`src/rtl/ebs_map.svh`:
```
// Register map, field positions and reset values of the bus selection block
`ifndef EBS_MAP_SVH
`define EBS_MAP_SVH

`define EBS_SEL_ADDR      16'h1c00
`define EBS_RSVD15_BIT    15
`define EBS_PP_MSB        14
`define EBS_PP_LSB        12
`define EBS_SP1_MSB       11
`define EBS_SP1_LSB       10
`define EBS_SP0_MSB       9
`define EBS_SP0_LSB       8
`define EBS_A_MSB         5
`define EBS_A_LSB         0
`define EBS_WR_MASK       16'h7f3f
`define EBS_SEL_RESET     16'h0000
`define EBS_STRAP_CAP_CNT 2'h2

`endif

```
`src/rtl/ebs_pkg.sv`:
```
// Types shared by the bus selection block
package ebs_pkg;

    typedef enum logic [2:0] {
        EBS_PP_MODE0 = 3'b000,
        EBS_PP_MODE1 = 3'b001,
        EBS_PP_MODE2 = 3'b010,
        EBS_PP_MODE3 = 3'b011,
        EBS_PP_MODE4 = 3'b100,
        EBS_PP_MODE5 = 3'b101,
        EBS_PP_MODE6 = 3'b110,
        EBS_PP_RSVD  = 3'b111
    } ebs_pp_mode_t;

    typedef enum logic [1:0] {
        EBS_SP_MODE0 = 2'b00,
        EBS_SP_MODE1 = 2'b01,
        EBS_SP_MODE2 = 2'b10,
        EBS_SP_RSVD  = 2'b11
    } ebs_sp_mode_t;

endpackage

```
`src/rtl/ebs_cfg_if.sv`:
```
// Decoded routing selections passed from the register to the pin decoder
`timescale 1ns/1ps
`default_nettype none
interface ebs_cfg_if;
    ebs_pkg::ebs_pp_mode_t parallel_port_mode;
    ebs_pkg::ebs_sp_mode_t serial_port1_mode;
    ebs_pkg::ebs_sp_mode_t serial_port0_mode;
    logic [5:0]            emif_gpio_sel;

    modport src (output parallel_port_mode, serial_port1_mode,
                 serial_port0_mode, emif_gpio_sel);
    modport dst (input parallel_port_mode, serial_port1_mode,
                 serial_port0_mode, emif_gpio_sel);
endinterface
`default_nettype wire

```
`src/rtl/ebs_pin_mux.sv`:
```
// Bus selection register, pin routing and clock source select
//
// Functional notes
// - Strap low: oscillator clocks RTC and generator
// - Strap high: external clock feeds generator
// - Register decoded at I/O address 0x1c00
// - Register routes functions onto parallel port
// - Register selects serial port pin functions
// - New routing applies on next clock
// - Per-pin bit: 1 GPIO, 0 EMIF address
// - Bit 15 reserved, read-only, ignores writes
// - Bits 14:12 select parallel port mode
// - Bits 11:10 select serial port 1 mode
// - Bits 9:8 select serial port 0 mode
`timescale 1ns/1ps
`default_nettype none
`include "ebs_map.svh"
module ebs_pin_mux #(
    parameter int EMIF_PINS = 6
) (
    // Clock and reset
    input  wire logic                 clk,
    input  wire logic                 nrst,
    // I/O port space access
    input  wire logic [15:0]          io_addr,
    input  wire logic                 io_wr,
    input  wire logic                 io_rd,
    input  wire logic [15:0]          io_wdata,
    output logic      [15:0]          io_rdata,
    output logic                      io_sel,
    // Clock select strap and clock sources
    input  wire logic                 clk_sel_strap,
    input  wire logic                 osc32k_clk,
    input  wire logic                 external_clock_pin,
    output logic                      rtc_clk_src,
    output logic                      clkgen_clk_src,
    output logic                      clk_sel_q,
    // Routing selections
    output logic [2:0]                parallel_port_mode,
    output logic [1:0]                serial_port1_mode,
    output logic [1:0]                serial_port0_mode,
    output logic [EMIF_PINS-1:0]      emif_address_pins_gpio,
    // Decoded routing enables
    output logic                      pp_spi_en,
    output logic                      pp_spi_full,
    output logic                      pp_uart_en,
    output logic                      pp_i2s2_en,
    output logic                      pp_i2s3_en,
    output logic                      pp_gpio_en,
    output logic                      sp1_i2s_en,
    output logic                      sp1_gpio_all,
    output logic                      sp0_mmc_en,
    output logic                      sp0_i2s_en,
    output logic                      sp0_gpio_all
);

    ////////////////////////////////////////////////////////////////////////
    // Strap capture
    logic       strap_s1_q;
    logic       strap_s2_q;
    logic       strap_done_q;
    logic       strap_done_d;
    logic       clk_sel_d;
    logic [1:0] strap_cnt_q;
    logic [1:0] strap_cnt_d;
    logic       strap_take;

    always_comb begin
        // Wait until the synchroniser holds the pin, not its reset zero
        strap_take   = !strap_done_q && (strap_cnt_q == `EBS_STRAP_CAP_CNT);
        strap_cnt_d  = strap_done_q ? strap_cnt_q : strap_cnt_q + 2'h1;
        strap_done_d = strap_done_q | strap_take;
        // Captured once after reset; a moving strap is ignored until reset
        clk_sel_d = strap_take ? strap_s2_q : clk_sel_q;
    end

    always_ff @(posedge clk or negedge nrst) begin
        if (!nrst) begin
            strap_s1_q   <= 1'b0;
            strap_s2_q   <= 1'b0;
            strap_done_q <= 1'b0;
            strap_cnt_q  <= 2'h0;
            clk_sel_q    <= 1'b0;
        end else begin
            strap_s1_q   <= clk_sel_strap;
            strap_s2_q   <= strap_s1_q;
            strap_done_q <= strap_done_d;
            strap_cnt_q  <= strap_cnt_d;
            clk_sel_q    <= clk_sel_d;
        end
    end

    // Pure clock steering; glitch-free switching is not needed as the
    // strap is static during operation
    assign rtc_clk_src    = osc32k_clk;
    assign clkgen_clk_src = clk_sel_q ? external_clock_pin
                                      : osc32k_clk;

    ////////////////////////////////////////////////////////////////////////
    // Bus selection register
    logic [15:0] sel_q;
    logic [15:0] sel_d;
    logic        hit;

    assign hit    = (io_addr == `EBS_SEL_ADDR);
    assign io_sel = hit & (io_wr | io_rd);

    always_comb begin
        sel_d = sel_q;
        if (hit && io_wr) begin
            // Reserved bits never store
            sel_d = io_wdata & `EBS_WR_MASK;
        end
    end

    always_ff @(posedge clk or negedge nrst) begin
        if (!nrst) begin
            sel_q <= `EBS_SEL_RESET;
        end else begin
            sel_q <= sel_d;
        end
    end

    always_comb begin
        io_rdata = 16'h0000;
        if (hit && io_rd) begin
            io_rdata = sel_q;
        end
    end

    ////////////////////////////////////////////////////////////////////////
    // Field extraction and routing
    ebs_cfg_if cfg ();

    assign parallel_port_mode =
        sel_q[`EBS_PP_MSB:`EBS_PP_LSB];
    assign serial_port1_mode  =
        sel_q[`EBS_SP1_MSB:`EBS_SP1_LSB];
    assign serial_port0_mode  =
        sel_q[`EBS_SP0_MSB:`EBS_SP0_LSB];

    genvar gi;
    generate
        for (gi = 0; gi < EMIF_PINS; gi++) begin : g_emif
            assign emif_address_pins_gpio[gi] =
                cfg.emif_gpio_sel[gi];
        end
    endgenerate

    assign cfg.parallel_port_mode =
        ebs_pkg::ebs_pp_mode_t'(parallel_port_mode);
    assign cfg.serial_port1_mode  =
        ebs_pkg::ebs_sp_mode_t'(serial_port1_mode);
    assign cfg.serial_port0_mode  =
        ebs_pkg::ebs_sp_mode_t'(serial_port0_mode);
    assign cfg.emif_gpio_sel      = sel_q[`EBS_A_MSB:`EBS_A_LSB];

    ebs_route u_route (
        .cfg          (cfg),
        .pp_spi_en    (pp_spi_en),
        .pp_spi_full  (pp_spi_full),
        .pp_uart_en   (pp_uart_en),
        .pp_i2s2_en   (pp_i2s2_en),
        .pp_i2s3_en   (pp_i2s3_en),
        .pp_gpio_en   (pp_gpio_en),
        .sp1_i2s_en   (sp1_i2s_en),
        .sp1_gpio_all (sp1_gpio_all),
        .sp0_mmc_en   (sp0_mmc_en),
        .sp0_i2s_en   (sp0_i2s_en),
        .sp0_gpio_all (sp0_gpio_all)
    );
endmodule
`default_nettype wire

```
`src/rtl/ebs_route.sv`:
```
// Mode-to-route decoder for the parallel and serial ports
`timescale 1ns/1ps
`default_nettype none
module ebs_route (
    // Selections
    ebs_cfg_if.dst     cfg,
    // Per-function routing enables
    output logic       pp_spi_en,
    output logic       pp_spi_full,
    output logic       pp_uart_en,
    output logic       pp_i2s2_en,
    output logic       pp_i2s3_en,
    output logic       pp_gpio_en,
    output logic       sp1_i2s_en,
    output logic       sp1_gpio_all,
    output logic       sp0_mmc_en,
    output logic       sp0_i2s_en,
    output logic       sp0_gpio_all
);
    always_comb begin
        pp_spi_en   = 1'b0;
        pp_spi_full = 1'b0;
        pp_uart_en  = 1'b0;
        pp_i2s2_en  = 1'b0;
        pp_i2s3_en  = 1'b0;
        pp_gpio_en  = 1'b0;
        unique case (cfg.parallel_port_mode)
            ebs_pkg::EBS_PP_MODE1: begin
                pp_spi_en   = 1'b1;
                pp_spi_full = 1'b1;
                pp_gpio_en  = 1'b1;
                pp_uart_en  = 1'b1;
                pp_i2s2_en  = 1'b1;
            end
            ebs_pkg::EBS_PP_MODE2: pp_gpio_en = 1'b1;
            ebs_pkg::EBS_PP_MODE3: begin
                pp_spi_en  = 1'b1;
                pp_i2s3_en = 1'b1;
            end
            ebs_pkg::EBS_PP_MODE4: begin
                pp_i2s2_en = 1'b1;
                pp_uart_en = 1'b1;
            end
            ebs_pkg::EBS_PP_MODE5: begin
                pp_spi_en  = 1'b1;
                pp_uart_en = 1'b1;
            end
            ebs_pkg::EBS_PP_MODE6: begin
                pp_spi_en   = 1'b1;
                pp_spi_full = 1'b1;
                pp_i2s2_en  = 1'b1;
                pp_i2s3_en  = 1'b1;
                pp_gpio_en  = 1'b1;
            end
            // Mode 0 and the unused code leave the port idle
            default: pp_gpio_en = 1'b0;
        endcase
    end

    always_comb begin
        sp1_i2s_en   = (cfg.serial_port1_mode == ebs_pkg::EBS_SP_MODE1);
        sp1_gpio_all = (cfg.serial_port1_mode == ebs_pkg::EBS_SP_MODE2);
        sp0_mmc_en   = (cfg.serial_port0_mode == ebs_pkg::EBS_SP_MODE0);
        sp0_i2s_en   = (cfg.serial_port0_mode == ebs_pkg::EBS_SP_MODE1);
        sp0_gpio_all = (cfg.serial_port0_mode == ebs_pkg::EBS_SP_MODE2);
    end
endmodule
`default_nettype wire

```
`config.mk`:
```
export PLATFORM = sky130hd
export DESIGN_NAME = ebs_pin_mux
export DESIGN_NICKNAME = d
export VERILOG_FILES = /design/src/rtl/ebs_pkg.sv /design/src/rtl/ebs_cfg_if.sv /design/src/rtl/ebs_pin_mux.sv /design/src/rtl/ebs_route.sv
export VERILOG_INCLUDE_DIRS = /design/src /design/src/rtl
export SDC_FILE = /design/constraint.sdc
export NUM_CORES = 1
export LEC_CHECK = 0
export BUFFER_PORTS_ARGS = -buffer_cell sky130_fd_sc_hd__buf_4
export CORE_MARGIN = 2
export CORE_UTILIZATION = 41
export DETAILED_ROUTE_END_ITERATION = 8
export GPL_TIMING_DRIVEN = 0
export MAX_ROUTING_LAYER = met4
export PLACE_DENSITY = 0.94
export SETUP_SLACK_MARGIN = 0.4
export SYNTH_ARGS = -nofsm -noshare
export SYNTH_HDL_FRONTEND = slang
export SYNTH_SLANG_ARGS = --single-unit
export TNS_END_PERCENT = 10
```
`constraint.sdc`:
```
create_clock -name clk -period 2.33 [get_ports clk]
set_input_delay 0.1165 -clock clk [delete_from_list [all_inputs] [get_ports clk]]
set_output_delay 0.1165 -clock clk [all_outputs]
set_load 0.01 [all_outputs]
```
**After elaboration in Yosys (flattened, before gate mapping)**

Cells that the tools add are included.

- Input port bits: 39
- Memory bits (writable): 0
- Word-level logic and storage cells: 41
- Output and inout port bits: 44
- Memories: 0
- Latch bits: 0
- Bits in read-only memories: 0
- Register bits: 19

- Multipliers: 0
- Mux-type cells: 8
- Add/subtract/negate cells: 1
- Equality and inequality tests: 12
- Div/mod/pow operators: 0
- Shift-type cells: 0
- Reductions and logical operators: 11
- $lt $le $gt $ge: 0
- Bitwise gates (word level): 3

Operator list:

| cell | number |
|---|---|
| $eq A16 B13 Y1 const B | 1 |
| $mux W15 | 1 |
| $eq A3 B3 Y1 const B | 3 |
| $reduce_or A3 Y1 | 3 |
| $mux W1 | 7 |
| $eq A2 B2 Y1 const B | 3 |
| $eq A3 B2 Y1 const B | 2 |
| $eq A2 B1 Y1 const B | 2 |
| $reduce_or A2 Y1 | 2 |
| $reduce_or A4 Y1 | 1 |
| $eq A3 B1 Y1 const B | 1 |
| $logic_and A1 B1 Y1 | 3 |
| $add A2 B1 Y2 const B | 1 |
| $logic_not A2 Y1 | 1 |
| $or A1 B1 Y1 | 2 |
| $and A1 B1 Y1 | 1 |
| $logic_not A1 Y1 | 1 |

**Longest topological paths before layout**

Gate-level depths: netlist of run 1.

- Depth in word-level cells: 3
- Depth in mapped cells: 6
- Depth with buffers taken out: 4

**Modules after synthesis**

Synthesis of run 1 repeated with hierarchy kept, for this count alone.

- Cell total of the unflattened synthesis: 88
- Area total of the unflattened synthesis: 1068.5 µm²

By module, submodules not included:

| module | instances | area an instance (µm²) | sequential area each (µm²) | cells each |
|---|---|---|---|---|
| ebs_pin_mux | 1 | 968.4 | 475.5 | 70 |
| ebs_route | 1 | 100.1 | 0.0 | 18 |

**Worst setup path before layout of run 1**

OpenSTA, ideal clock, no wires.

- Path type: input to register
- Start: in io_addr[8]
- End: reg sel_q[10]
- Path slack: 0.985 ns
- Path buffers: 2
- Data arrival time: 1.220 ns
- Required time: 2.205 ns
- Library setup time: 0.125 ns
- Stages: 6
- Cells stage by stage: nor4b_2 > and3_1 > and3_1 > buf_4 > buf_12 > mux2_4

- Cells in the longest elaborated chain, start to end: 2

RTL lines:

| item | line | RTL |
|---|---|---|
| start, declared | ebs_pin_mux.sv:25 | `input wire logic [15:0] io_addr,` |
| $eq A16 B13 Y1 (no line) | -- |  |
| $logic_and A1 B1 Y1 | ebs_pin_mux.sv:110 | `if (hit && io_wr) begin` |
| end signal, assigned | ebs_pin_mux.sv:118 | `` sel_q <= `EBS_SEL_RESET; `` |
| end signal, assigned | ebs_pin_mux.sv:120 | `sel_q <= sel_d;` |
| end, declared | ebs_pin_mux.sv:101 | `logic [15:0] sel_q;` |

No other way between the ends.
A chain may end at the register's enable or synchronous reset.

**Worst setup path in the final report of run 1**

- Start: in io_addr[0]
- End: out io_rdata[5]

- Cells in the longest elaborated chain, start to end: 3

RTL lines:

| item | line | RTL |
|---|---|---|
| $eq A16 B13 Y1 (no line) | -- |  |
| $logic_and A1 B1 Y1 | ebs_pin_mux.sv:126 | `if (hit && io_rd) begin` |
| $mux W15 | ebs_pin_mux.sv:126 |  |
| end, declared | ebs_pin_mux.sv:29 | `output logic [15:0] io_rdata,` |

No other way between the ends.

==> results of run 1 <==
-- area by class of cell --
class                      count  area share, %
sequential                    19           27.9
multi-input combinational     62           28.9
buffer                         9           4.11
inverter                       3          0.660
clock inverter                 1          0.293
clock buffer                   3           1.32
timing repair buffer          78           34.6
tap                           30           2.20
-- state kept, by name (all words and copies together), names as in the netlist --
register      flops
strap_s1_q        1
sel_q            13
clk_sel_q         1
strap_cnt_q       2
strap_done_q      1
strap_s2_q        1
-- how the worst min path moves through the flow --
stage / from / end / depth (start not counted)
finish: io_wdata[10] / sel_q[10] / 2
global route: io_wdata[10] / sel_q[10] / 2
CTS: io_wdata[10] / sel_q[10] / 2
detailed placement: nrst / sel_q[13] / 1
global placement: nrst / sel_q[13] / 1
floorplan: nrst / clk_sel_q / 0
-- power by group --
| group | total (mW) | internal [mW] | switching, mW |
|---|---|---|---|
| Combinational | 0.0804 | 0.0524 | 0.0280 |
| Sequential | 0.334 | 0.332 | 0.00149 |
| Clock | 0.165 | 0.0640 | 0.101 |
-- stage by stage --
stage | std cells | hold slack (ns) | setup WS, ns | util (%) | total power, mW
finish | 205 | 0.0371 | 0.664 | 70.1 | 0.579
global placement | 199 | -0.00258 | 0.764 | 68.2 | 0.415
global route | 205 | 0.0144 | 0.552 | 70.1 | 0.615
CTS | 205 | 0.0323 | 0.659 | 70.1 | 0.586
detailed placement | 199 | 0.00342 | 0.662 | 68.2 | 0.418
floorplan | 93 | -0.179 | 0.985 | - | 0.356
-- per-layer routing --
layer  share of wire, %  GRT usage [%]  up-vias  wire (µm)
met3                7.0           6.01        0        195
li1                   -              -      478          -
met1                 38           20.6      464       1070
met4                  0           3.33        0          0
met5                  0              -        -          0
met2                 55           36.9       39       1540
-- kinds of logic (layout without fill, tap and decap cells) --
kind of cell / after synthesis / in the layout / synth area share (%)
XOR/XNOR: 3 / 3 / 2.52
AND/OR/NAND/NOR: 35 / 35 / 22.0
other: 1 / 3 / 0.360
multiplexers: 13 / 13 / 16.9
adder cells (fa/ha/maj): 1 / 1 / 1.20
buffers and inverters: 12 / 94 / 7.80
AO/OA/AOI/OAI: 7 / 7 / 3.60
flip-flops: 19 / 19 / 45.6
-- cell usage in the layout, fill, tap and decap left out, types with 2 or more instances in the layout --
cell / count
inv_1: 3
nor2_1: 4
dlygate4sd3_1: 2
conb_1: 3
nand2_1: 2
mux2_4: 8
mux2_2: 5
clkbuf_1: 2
dfrtp_1: 19
xnor2_1: 3
nand3_1: 3
buf_4: 81
nor2b_1: 5
and3_1: 15
nor4b_2: 3
clkbuf_4: 3
o21ai_0: 6
-- repair_timing --
action,4_1_cts,5_1_grt
setup buffers,0,0
endpoints found under the hold margin,20,0
hold buffers,2,0
endpoints found under the setup margin,0,0
==> run metrics, run 1 <==
Critical Path AT 1.55 ns; n_diodes 0; CTS Buffer Depth 2; CP required 2.21 ns; setup_tns 0 ns; Site Rows 18; DRC 0; clock root cell clkbuf_4; fmax 600 MHz; VDD IR max 0.000349 V; Max Fanout on Critical Path 10; post-detail-place hpwl 2220 µm; Worst Setup SP io_addr[0]; CTS resizes 0; critical path type in2out; Die Ht 54.4 µm; first drt pass iteration count 4; H-tree depth 1; CTS clk-pin slew, worst paths 0.11 ns; NumNets Final 216; ys async rst share 100%; post-route ant nets 0; post-layout minimum cycle time 1.67 ns; worst-skew pair later-pin latency 0.30 ns; Max stage delay on crit path 0.38 ns; Area contributors post-synth dfrtp_1, mux2_4, and3_1, mux2_2, nor4b_2; first-pass GRT wire length 3990 µm; initial detailed-routing violation count 9; Vias 981; Lkg Pwr 0.956 nW; Vias/cell 4.79; final instance area 0.00171 mm²; Starting Density 42.8%; areal power density over the cells 339 mW/mm²; worst r2r dst clk_sel_q; skew final 0.00121 ns; CP top delay family simple AND/OR/NAND/NOR gates; final wirelength 2800 µm; Startpoint Class input pin; gr usage total 19.8%; Final Hold Fails 0; CP bufs+invs 3; Critical Path Stages 6; Slew Viols, Final 0; synthesized cell area 0.00104 mm²; Placed Area 0.00166 mm²; Multi-input gate area 493 µm²; GP Congestion 0.812; Die X 54.4 µm; Reg area 475 µm²; Post-synth EDFFs 0; synth cell count leaders dfrtp_1, and3_1, mux2_4; largest net degree at the start of global routing 20; register area share after synthesis 45.6%; Yosys reg bits 19; reg-to-reg startpoint strap_cnt_q[0]; Synth top area share 45.6%; flop2flop setup slack 1.08 ns; syn avg cell area 11.5 µm²; Most used DFF post-synth dfrtp_1; worst setup path endpoint io_rdata[5]; max-capacitance violation count 0; crit-path most repeated cell buf_4; post-synthesis cell count 91; CTS Sinks 19; Worst Setup End Kind output port; vias in the first global route 897; CTS buffer count 3; Synth area leader dfrtp_1; grt total ovfl 0; final worst-path cycle share 71.5%; wire per inst 13.7 µm; outcome finished clean; synth-to-layout area growth 63.6%; layout cells sized above 1 59.4%; DIE AREA 0.00296 mm²; worst hold path type in2reg; unrepaired setup endpoints after global routing false; number of I/O pins 83; Final Setup Violations 0; slowest CP cell nor4_1; # port buffers 76; r2r worst-path depth 4; Fillers 193; Cell variety after synth 22; Cell Chain, Critical Path buf_4, nor4_1, and4_1, clkbuf_2, and3_1, buf_4; yosys warns 0; Core Box Area 0.00243 mm²; CTS tree done; count leader, synth dfrtp_1; initial antenna violation count 0
Note: power is estimated with default switching activity, not from simulation.
==> inputs of run 2 (changes only) <==
Settings changed: ABC_AREA from default to 1, CORE_UTILIZATION 41 to 39, PLACE_DENSITY 0.94 to 0.9.
Clock period 2.33 ns to 1.7 ns, I/O delays scaled along.
==> run 2 against run 1 <==
Clock power grew 33%. Via count grew 26%. Sequential share of layout area shrank 1.8 points. Critical path type is now reg2out. Design area grew 7.9%. Worst setup slack lost 0.26 ns. Utilization grew 2.9 points. Hold slack gained 0.0036 ns. Sequential power grew 37%. Synthesized cell count grew 51%. Global-route usage grew 0.11 points. Highest routed layer unchanged.
==> run metrics, run 2 <==
outcome finished clean; layout cells sized above 1 50.0% (-9.4 points); largest registers sel_q (13), strap_cnt_q (2); Cell variety after synth 21 (-4.5%); count leader, synth nand2_1; register area share after synthesis 44.9% (-0.70 points); areal power density over the cells 428 mW/mm² (+26%); worst-skew pair later-pin latency 0.29 ns (about the same); Core Box Area 0.00252 mm² (+3.7%); CTS tree done; placed insts 245 (+23%); NumNets Final 271 (+25%); largest net degree at the start of global routing 20 (unchanged); CTS Sinks 19 (unchanged); final worst-path cycle share 76.1%; Critical Path AT 1.21 ns (-0.34 ns); number of I/O pins 83 (unchanged); Largest register FFs 13 (unchanged); worst hold path type in2reg; yosys warns 0 (unchanged); GP Congestion 0.792 (-2.5%); r2r worst-path depth 3 (-1); most common cell after layout, fill and taps aside buf_4; CTS clk-pin slew, worst paths 0.10 ns (about the same); CP required 1.62 ns (-0.59 ns); largest reg by FF count sel_q; Max Fanout on Critical Path 4 (-6); setup_tns 0 ns (unchanged); Vias/cell 4.74 (-0.90%); final std cells w/o fill 260 (+27%); n_diodes 0 (unchanged); most frequent cells in the layout buf_4, nand2_1, nor2_1; Most used DFF post-synth dfrtp_1; gr usage total 19.9% (+0.11 points); synth cell count leaders nand2_1, nor2_1, dfrtp_1; Vias 1,233 (+26%); Slew Viols, Final 0 (unchanged); Final Hold Fails 0 (unchanged); Synth top area share 44.9% (-0.70 points); WHS Path Cells 3 (+1); synth-to-layout area growth 73.9%; first-pass GRT wire length 4970 µm (+25%); post-layout minimum cycle time 1.29 ns; clock root cell clkbuf_4; Yosys reg bits 19 (unchanged); first drt pass iteration count 4 (unchanged); CTS Buffer Depth 2 (unchanged); Die X 56.1 µm (+3.1%); H-tree depth 1 (unchanged); wire per inst 12.4 µm (-9.4%); Die Ht 56.1 µm (+3.1%); CTS buffer count 3 (unchanged); grt total ovfl 0 (unchanged); post-detail-place hpwl 2300 µm (+3.6%); Final Setup Violations 0 (unchanged); post-layout util 73.0% (+2.9 points); DIE AREA 0.00315 mm² (+6.3%); Starting Density 42.0% (-0.89 points); Final Power 0.788 mW (+36%); syn avg cell area 7.73 µm² (-33%); Fin Hold WS 0.0407 ns (+0.00356 ns); ys async rst share 100% (unchanged); critical path type reg2out; Post-synth EDFFs 0 (unchanged); VDD IR max 0.000501 V (+44%); # port buffers 76 (unchanged); fmax 773 MHz; post-synthesis cell count 137 (+51%); Worst Setup End Kind output port; DRC 0 (unchanged); Synth area leader dfrtp_1; max-capacitance violation count 0 (unchanged); vias in the first global route 1,188 (+32%); initial detailed-routing violation count 24 (+15); synthesized cell area 0.00106 mm² (+1.6%); initial antenna violation count 0 (unchanged); final wirelength 3220 µm (+15%); Area contributors post-synth dfrtp_1, nand2_1, nand4_1, nor2_1, inv_1; Lkg Pwr 1.02 nW (+6.5%); unrepaired setup endpoints after global routing true; Site Rows 18 (unchanged); Startpoint Class flip-flop; skew final 0.00682 ns (+0.00560 ns); post-route ant nets 0 (unchanged)
run 2: changes by cell type after synthesis, moves of 3 or more:
| cell | before | now |
|---|---|---|
| nand2_1 | 2 | 35 |
| mux2_2 | 5 | 1 |
| nor2_1 | 4 | 21 |
| nand3_1 | 3 | 6 |
| nand4_1 | 0 | 14 |
| inv_1 | 3 | 17 |
| nor2_2 | 0 | 3 |
| mux2_4 | 8 | 0 |
| and3_1 | 15 | 0 |
| o21ai_0 | 6 | 2 |
| nor2b_1 | 5 | 0 |
| nor4b_2 | 3 | 0 |
run 2: final timing paths:
path / from / slack [ns] / end
max: sel_q[14] / 0.41 / pp_spi_en
max reg2reg: strap_cnt_q[0] / 0.64 / strap_done_q
min in group asynchronous: nrst / 0.22 / sel_q[2]
min: io_wdata[2] / 0.04 / sel_q[2]
min reg2reg: strap_s1_q / 0.37 / strap_s2_q
max in group asynchronous: nrst / 1.27 / sel_q[12]
run 2: per-layer routing:
metal	GRT usage, %	wire (µm)
met1	22.5	1220
met2	36.6	1870
met3	2.09	129
met4	6.12	0
met5	-	0
run 2: what timing repair did:
item | in CTS | in global routing
endpoints found under the hold margin | 20 | 0
endpoints found under the setup margin | 4 | 17
hold buffers | 2 | 0
resized for setup | 0 | 16
setup buffers | 1 | 8
pin swaps | 0 | 3
run 2: critical path, cell delays in order, from the launching register on:
cell,delay (ns)
dfrtp_2,0.45
buf_6,0.14
nand3_4,0.09
nand3_1,0.09
buf_4,0.15
run 2: kinds of logic after synthesis:
group                    after synthesis  synth area share [%]
buffers and inverters                 26                  12.3
AO/OA/AOI/OAI                          4                  2.01
multiplexers                           1                  1.06
XOR/XNOR                               1                 0.828
flip-flops                            19                  44.9
adder cells (fa/ha/maj)                1                  1.18
other                                  1                 0.354
AND/OR/NAND/NOR                       84                  37.4
run 2: where the power goes:
group / internal (mW) / switching [mW]
registers: 0.455 / 0.00193
clock network: 0.0911 / 0.129
logic: 0.0705 / 0.0406
run 2: cell type report:
cell class | count | area, µm²
Buffer | 9 | 66.3
Tap cell | 30 | 37.5
Fill cell | 210 | 682
Multi-Input combinational cell | 94 | 503
Sequential cell | 19 | 479
Clock buffer | 4 | 26.3
Inverter | 17 | 66.3
Timing Repair Buffer | 87 | 662
run 2: stage by stage:
stage                     instance area (µm²)  worst slack (ns)
final                                    1840             0.407
after global routing                     1840             0.356
after CTS                                1730             0.399
after detailed placement                 1670             0.431
after global placement                   1670             0.467
after floorplan                          1070             0.715
==> inputs of run 3 (changes only) <==
Clock period 1.7 ns to 1.2 ns, I/O delays scaled along.
==> run 3 against run 2 <==
The run now ends with negative setup slack left. Sequential power up 42%. Worst setup slack worse by 0.49 ns. Global-route usage up 3.7 points. Wire length is 51% higher. Sequential share of layout area down 4.8 points. Utilization increased by 17 points. Largest cell class unchanged. Non-clock buffer count is 8 higher. Clock skew is 0.0066 ns lower. Via count up 15%. Combinational power increased by 79%. Sequential cell count did not move.
==> run metrics, run 3 (synthesized netlist as in run 2, its figures left out) <==
outcome finished, violations left; violated checks negative setup slack; Fillers 112 (-47%); worst hold path type in2reg; Largest register FFs 13 (unchanged); Startpoint Class flip-flop; number of I/O pins 83 (unchanged); P_sw 0.286 mW (+67%); WHS Path Cells 3 (unchanged); internal power 0.890 mW (+44%); post-layout minimum cycle time 1.29 ns; GP Congestion 0.802 (+1.4%); most common cell after layout, fill and taps aside buf_4; Die Ht 56.1 µm (unchanged); CTS Sinks 19 (unchanged); end point of the worst hold path sel_q[0]; Slew Viols, Final 0 (unchanged); Critical Path AT 1.23 ns (+0.02 ns); Site Rows 18 (unchanged); Flop pwr share 55.1% (-2.9 points); Final Hold Fails 0 (unchanged); NumNets Final 279 (+3.0%); post-detail-place hpwl 2250 µm (-2.3%); critical path type reg2out; max-capacitance violation count 0 (unchanged); Fin Hold WS 0.0106 ns (-0.0301 ns); CTS Buffer Depth 2 (unchanged); reg-to-reg startpoint sel_q[12]; Vias 1,413 (+15%); DRC 0 (unchanged); final worst-path setup slack -0.0857 ns (-0.493 ns); Final Setup Violations 9 (+9); fmax 778 MHz; Vias/cell 5.27 (+11%); initial detailed-routing violation count 68 (+180%); Core Box Area 0.00252 mm² (unchanged); first drt pass iteration count 4 (unchanged); CTS tree done; CTS buffer count 3 (unchanged); wire per inst 18.1 µm (+46%); n_diodes 0 (unchanged); Gate power share 16.9% (+2.8 points); Clock power frac 28.0% (about the same); Worst Setup End Kind output port; final wirelength 4860 µm (+51%); min-delay src io_wdata[0]; worst-skew pair later-pin latency 0.30 ns (about the same); final instance area 0.00228 mm² (+24%); largest net degree at the start of global routing 20 (unchanged); # port buffers 76 (unchanged); final std cells w/o fill 268 (+3.1%); Max Fanout on Critical Path 5 (+1); gr usage total 23.6% (+3.7 points); Starting Density 42.0% (unchanged); Max stage delay on crit path 0.50 ns (+0.05 ns); most frequent cells in the layout buf_4, buf_6, nand2_1; first-pass GRT wire length 5710 µm (+15%); grt total ovfl 0 (unchanged); worst r2r dst sel_q[12]; synth-to-layout area growth 115%; areal power density over the cells 517 mW/mm² (+21%); DIE AREA 0.00315 mm² (unchanged); H-tree depth 1 (unchanged); VDD IR max 0.000826 V (+65%); skew final 0.000217 ns (-0.00660 ns); layout cells sized above 1 69.7% (+20 points); placed insts 245 (unchanged); r2r worst-path depth 4 (+1); largest reg by FF count sel_q; vias in the first global route 1,264 (+6.4%); clock root cell clkbuf_4; Cell Chain, Critical Path inv_4, nand3_2, nand2_1, buf_4; CTS clk-pin slew, worst paths 0.11 ns (about the same); unrepaired setup endpoints after global routing true; CP required 1.14 ns (-0.48 ns); flop2flop setup slack 0.16 ns (-0.48 ns); Die X 56.1 µm (unchanged); initial antenna violation count 0 (unchanged); Placed Area 0.00170 mm² (+1.8%); Final Power 1.18 mW (+49%); post-route ant nets 0 (unchanged); Sw Ratio 24.3% (+2.6 points); final worst-path cycle share 107%; largest registers sel_q (13), strap_cnt_q (2); slowest CP cell dfrtp_2; Lkg Pwr 1.13 nW (+11%)
## run 3: worst max-delay path, delay by kind of cell, from the launching register on
kind                   cells  cell delay, ns
flip-flops                 1            0.50
buffers and inverters      2            0.23
AND/OR/NAND/NOR            2            0.20
## run 3: timing repair
item / in CTS / in global routing
hold buffers: 2 / 0
buffers inserted: 7 / 9
hold endpoints to repair: 20 / 0
pin swaps: 33 / 32
setup endpoints to repair: 43 / 55
gates resized for setup: 57 / 54
cloned: 0 / 1
## run 3: worst max-delay path by stage
stage	depth (start not counted)	slack, ns	endpoint	from
2_1_floorplan	2	0.32	strap_done_q	strap_cnt_q[1]
3_3_place_gp	8	0.04	io_rdata[4]	io_addr[1]
3_5_place_dp	8	0.03	io_rdata[5]	io_addr[1]
4_1_cts	4	-0.01	pp_i2s2_en	sel_q[14]
5_1_grt	4	-0.14	pp_i2s3_en	sel_q[14]
6_report	4	-0.09	pp_i2s3_en	sel_q[14]
## run 3: power by group through the flow
stage | Clock [mW] | Sequential (mW) | Combinational [mW]
2_1_floorplan | 0 | 0.661 | 0.0356
3_3_place_gp | 0 | 0.660 | 0.147
3_5_place_dp | 0 | 0.660 | 0.149
4_1_cts | 0.323 | 0.647 | 0.175
5_1_grt | 0.357 | 0.648 | 0.213
6_report | 0.329 | 0.648 | 0.199
## run 3: layer usage
| metal | part of all wire, % | global-route usage (%) | vias up |
|---|---|---|---|
| met1 | 35 | 25.8 | 677 |
| met5 | 0 | - | - |
| met3 | 5.8 | 3.02 | 19 |
| li1 | - | - | 638 |
| met2 | 55 | 43.5 | 79 |
| met4 | 3.9 | 8.16 | 0 |
## run 3: final cells by class
cell class / count / area, µm² / area share, %
plain buffers: 9 / 104 / 4.56
clock buffers: 3 / 22.5 / 0.990
clock inverters: 1 / 5.00 / 0.220
inverters: 17 / 71.3 / 3.13
multi-input cells: 94 / 681 / 29.9
flip-flops and latches: 19 / 484 / 21.3
well taps: 30 / 37.5 / 1.65
repair buffers: 95 / 871 / 38.3
## run 3: stage by stage
step | TNS (ns) | util, % | setup WS (ns)
2_1_floorplan | 0 | - | 0.322
3_3_place_gp | 0 | 67.6 | 0.0363
3_5_place_dp | 0 | 67.6 | 0.0285
4_1_cts | -0.0243 | 79.6 | -0.0109
5_1_grt | -1.06 | 90.2 | -0.138
6_report | -0.452 | 90.2 | -0.0857
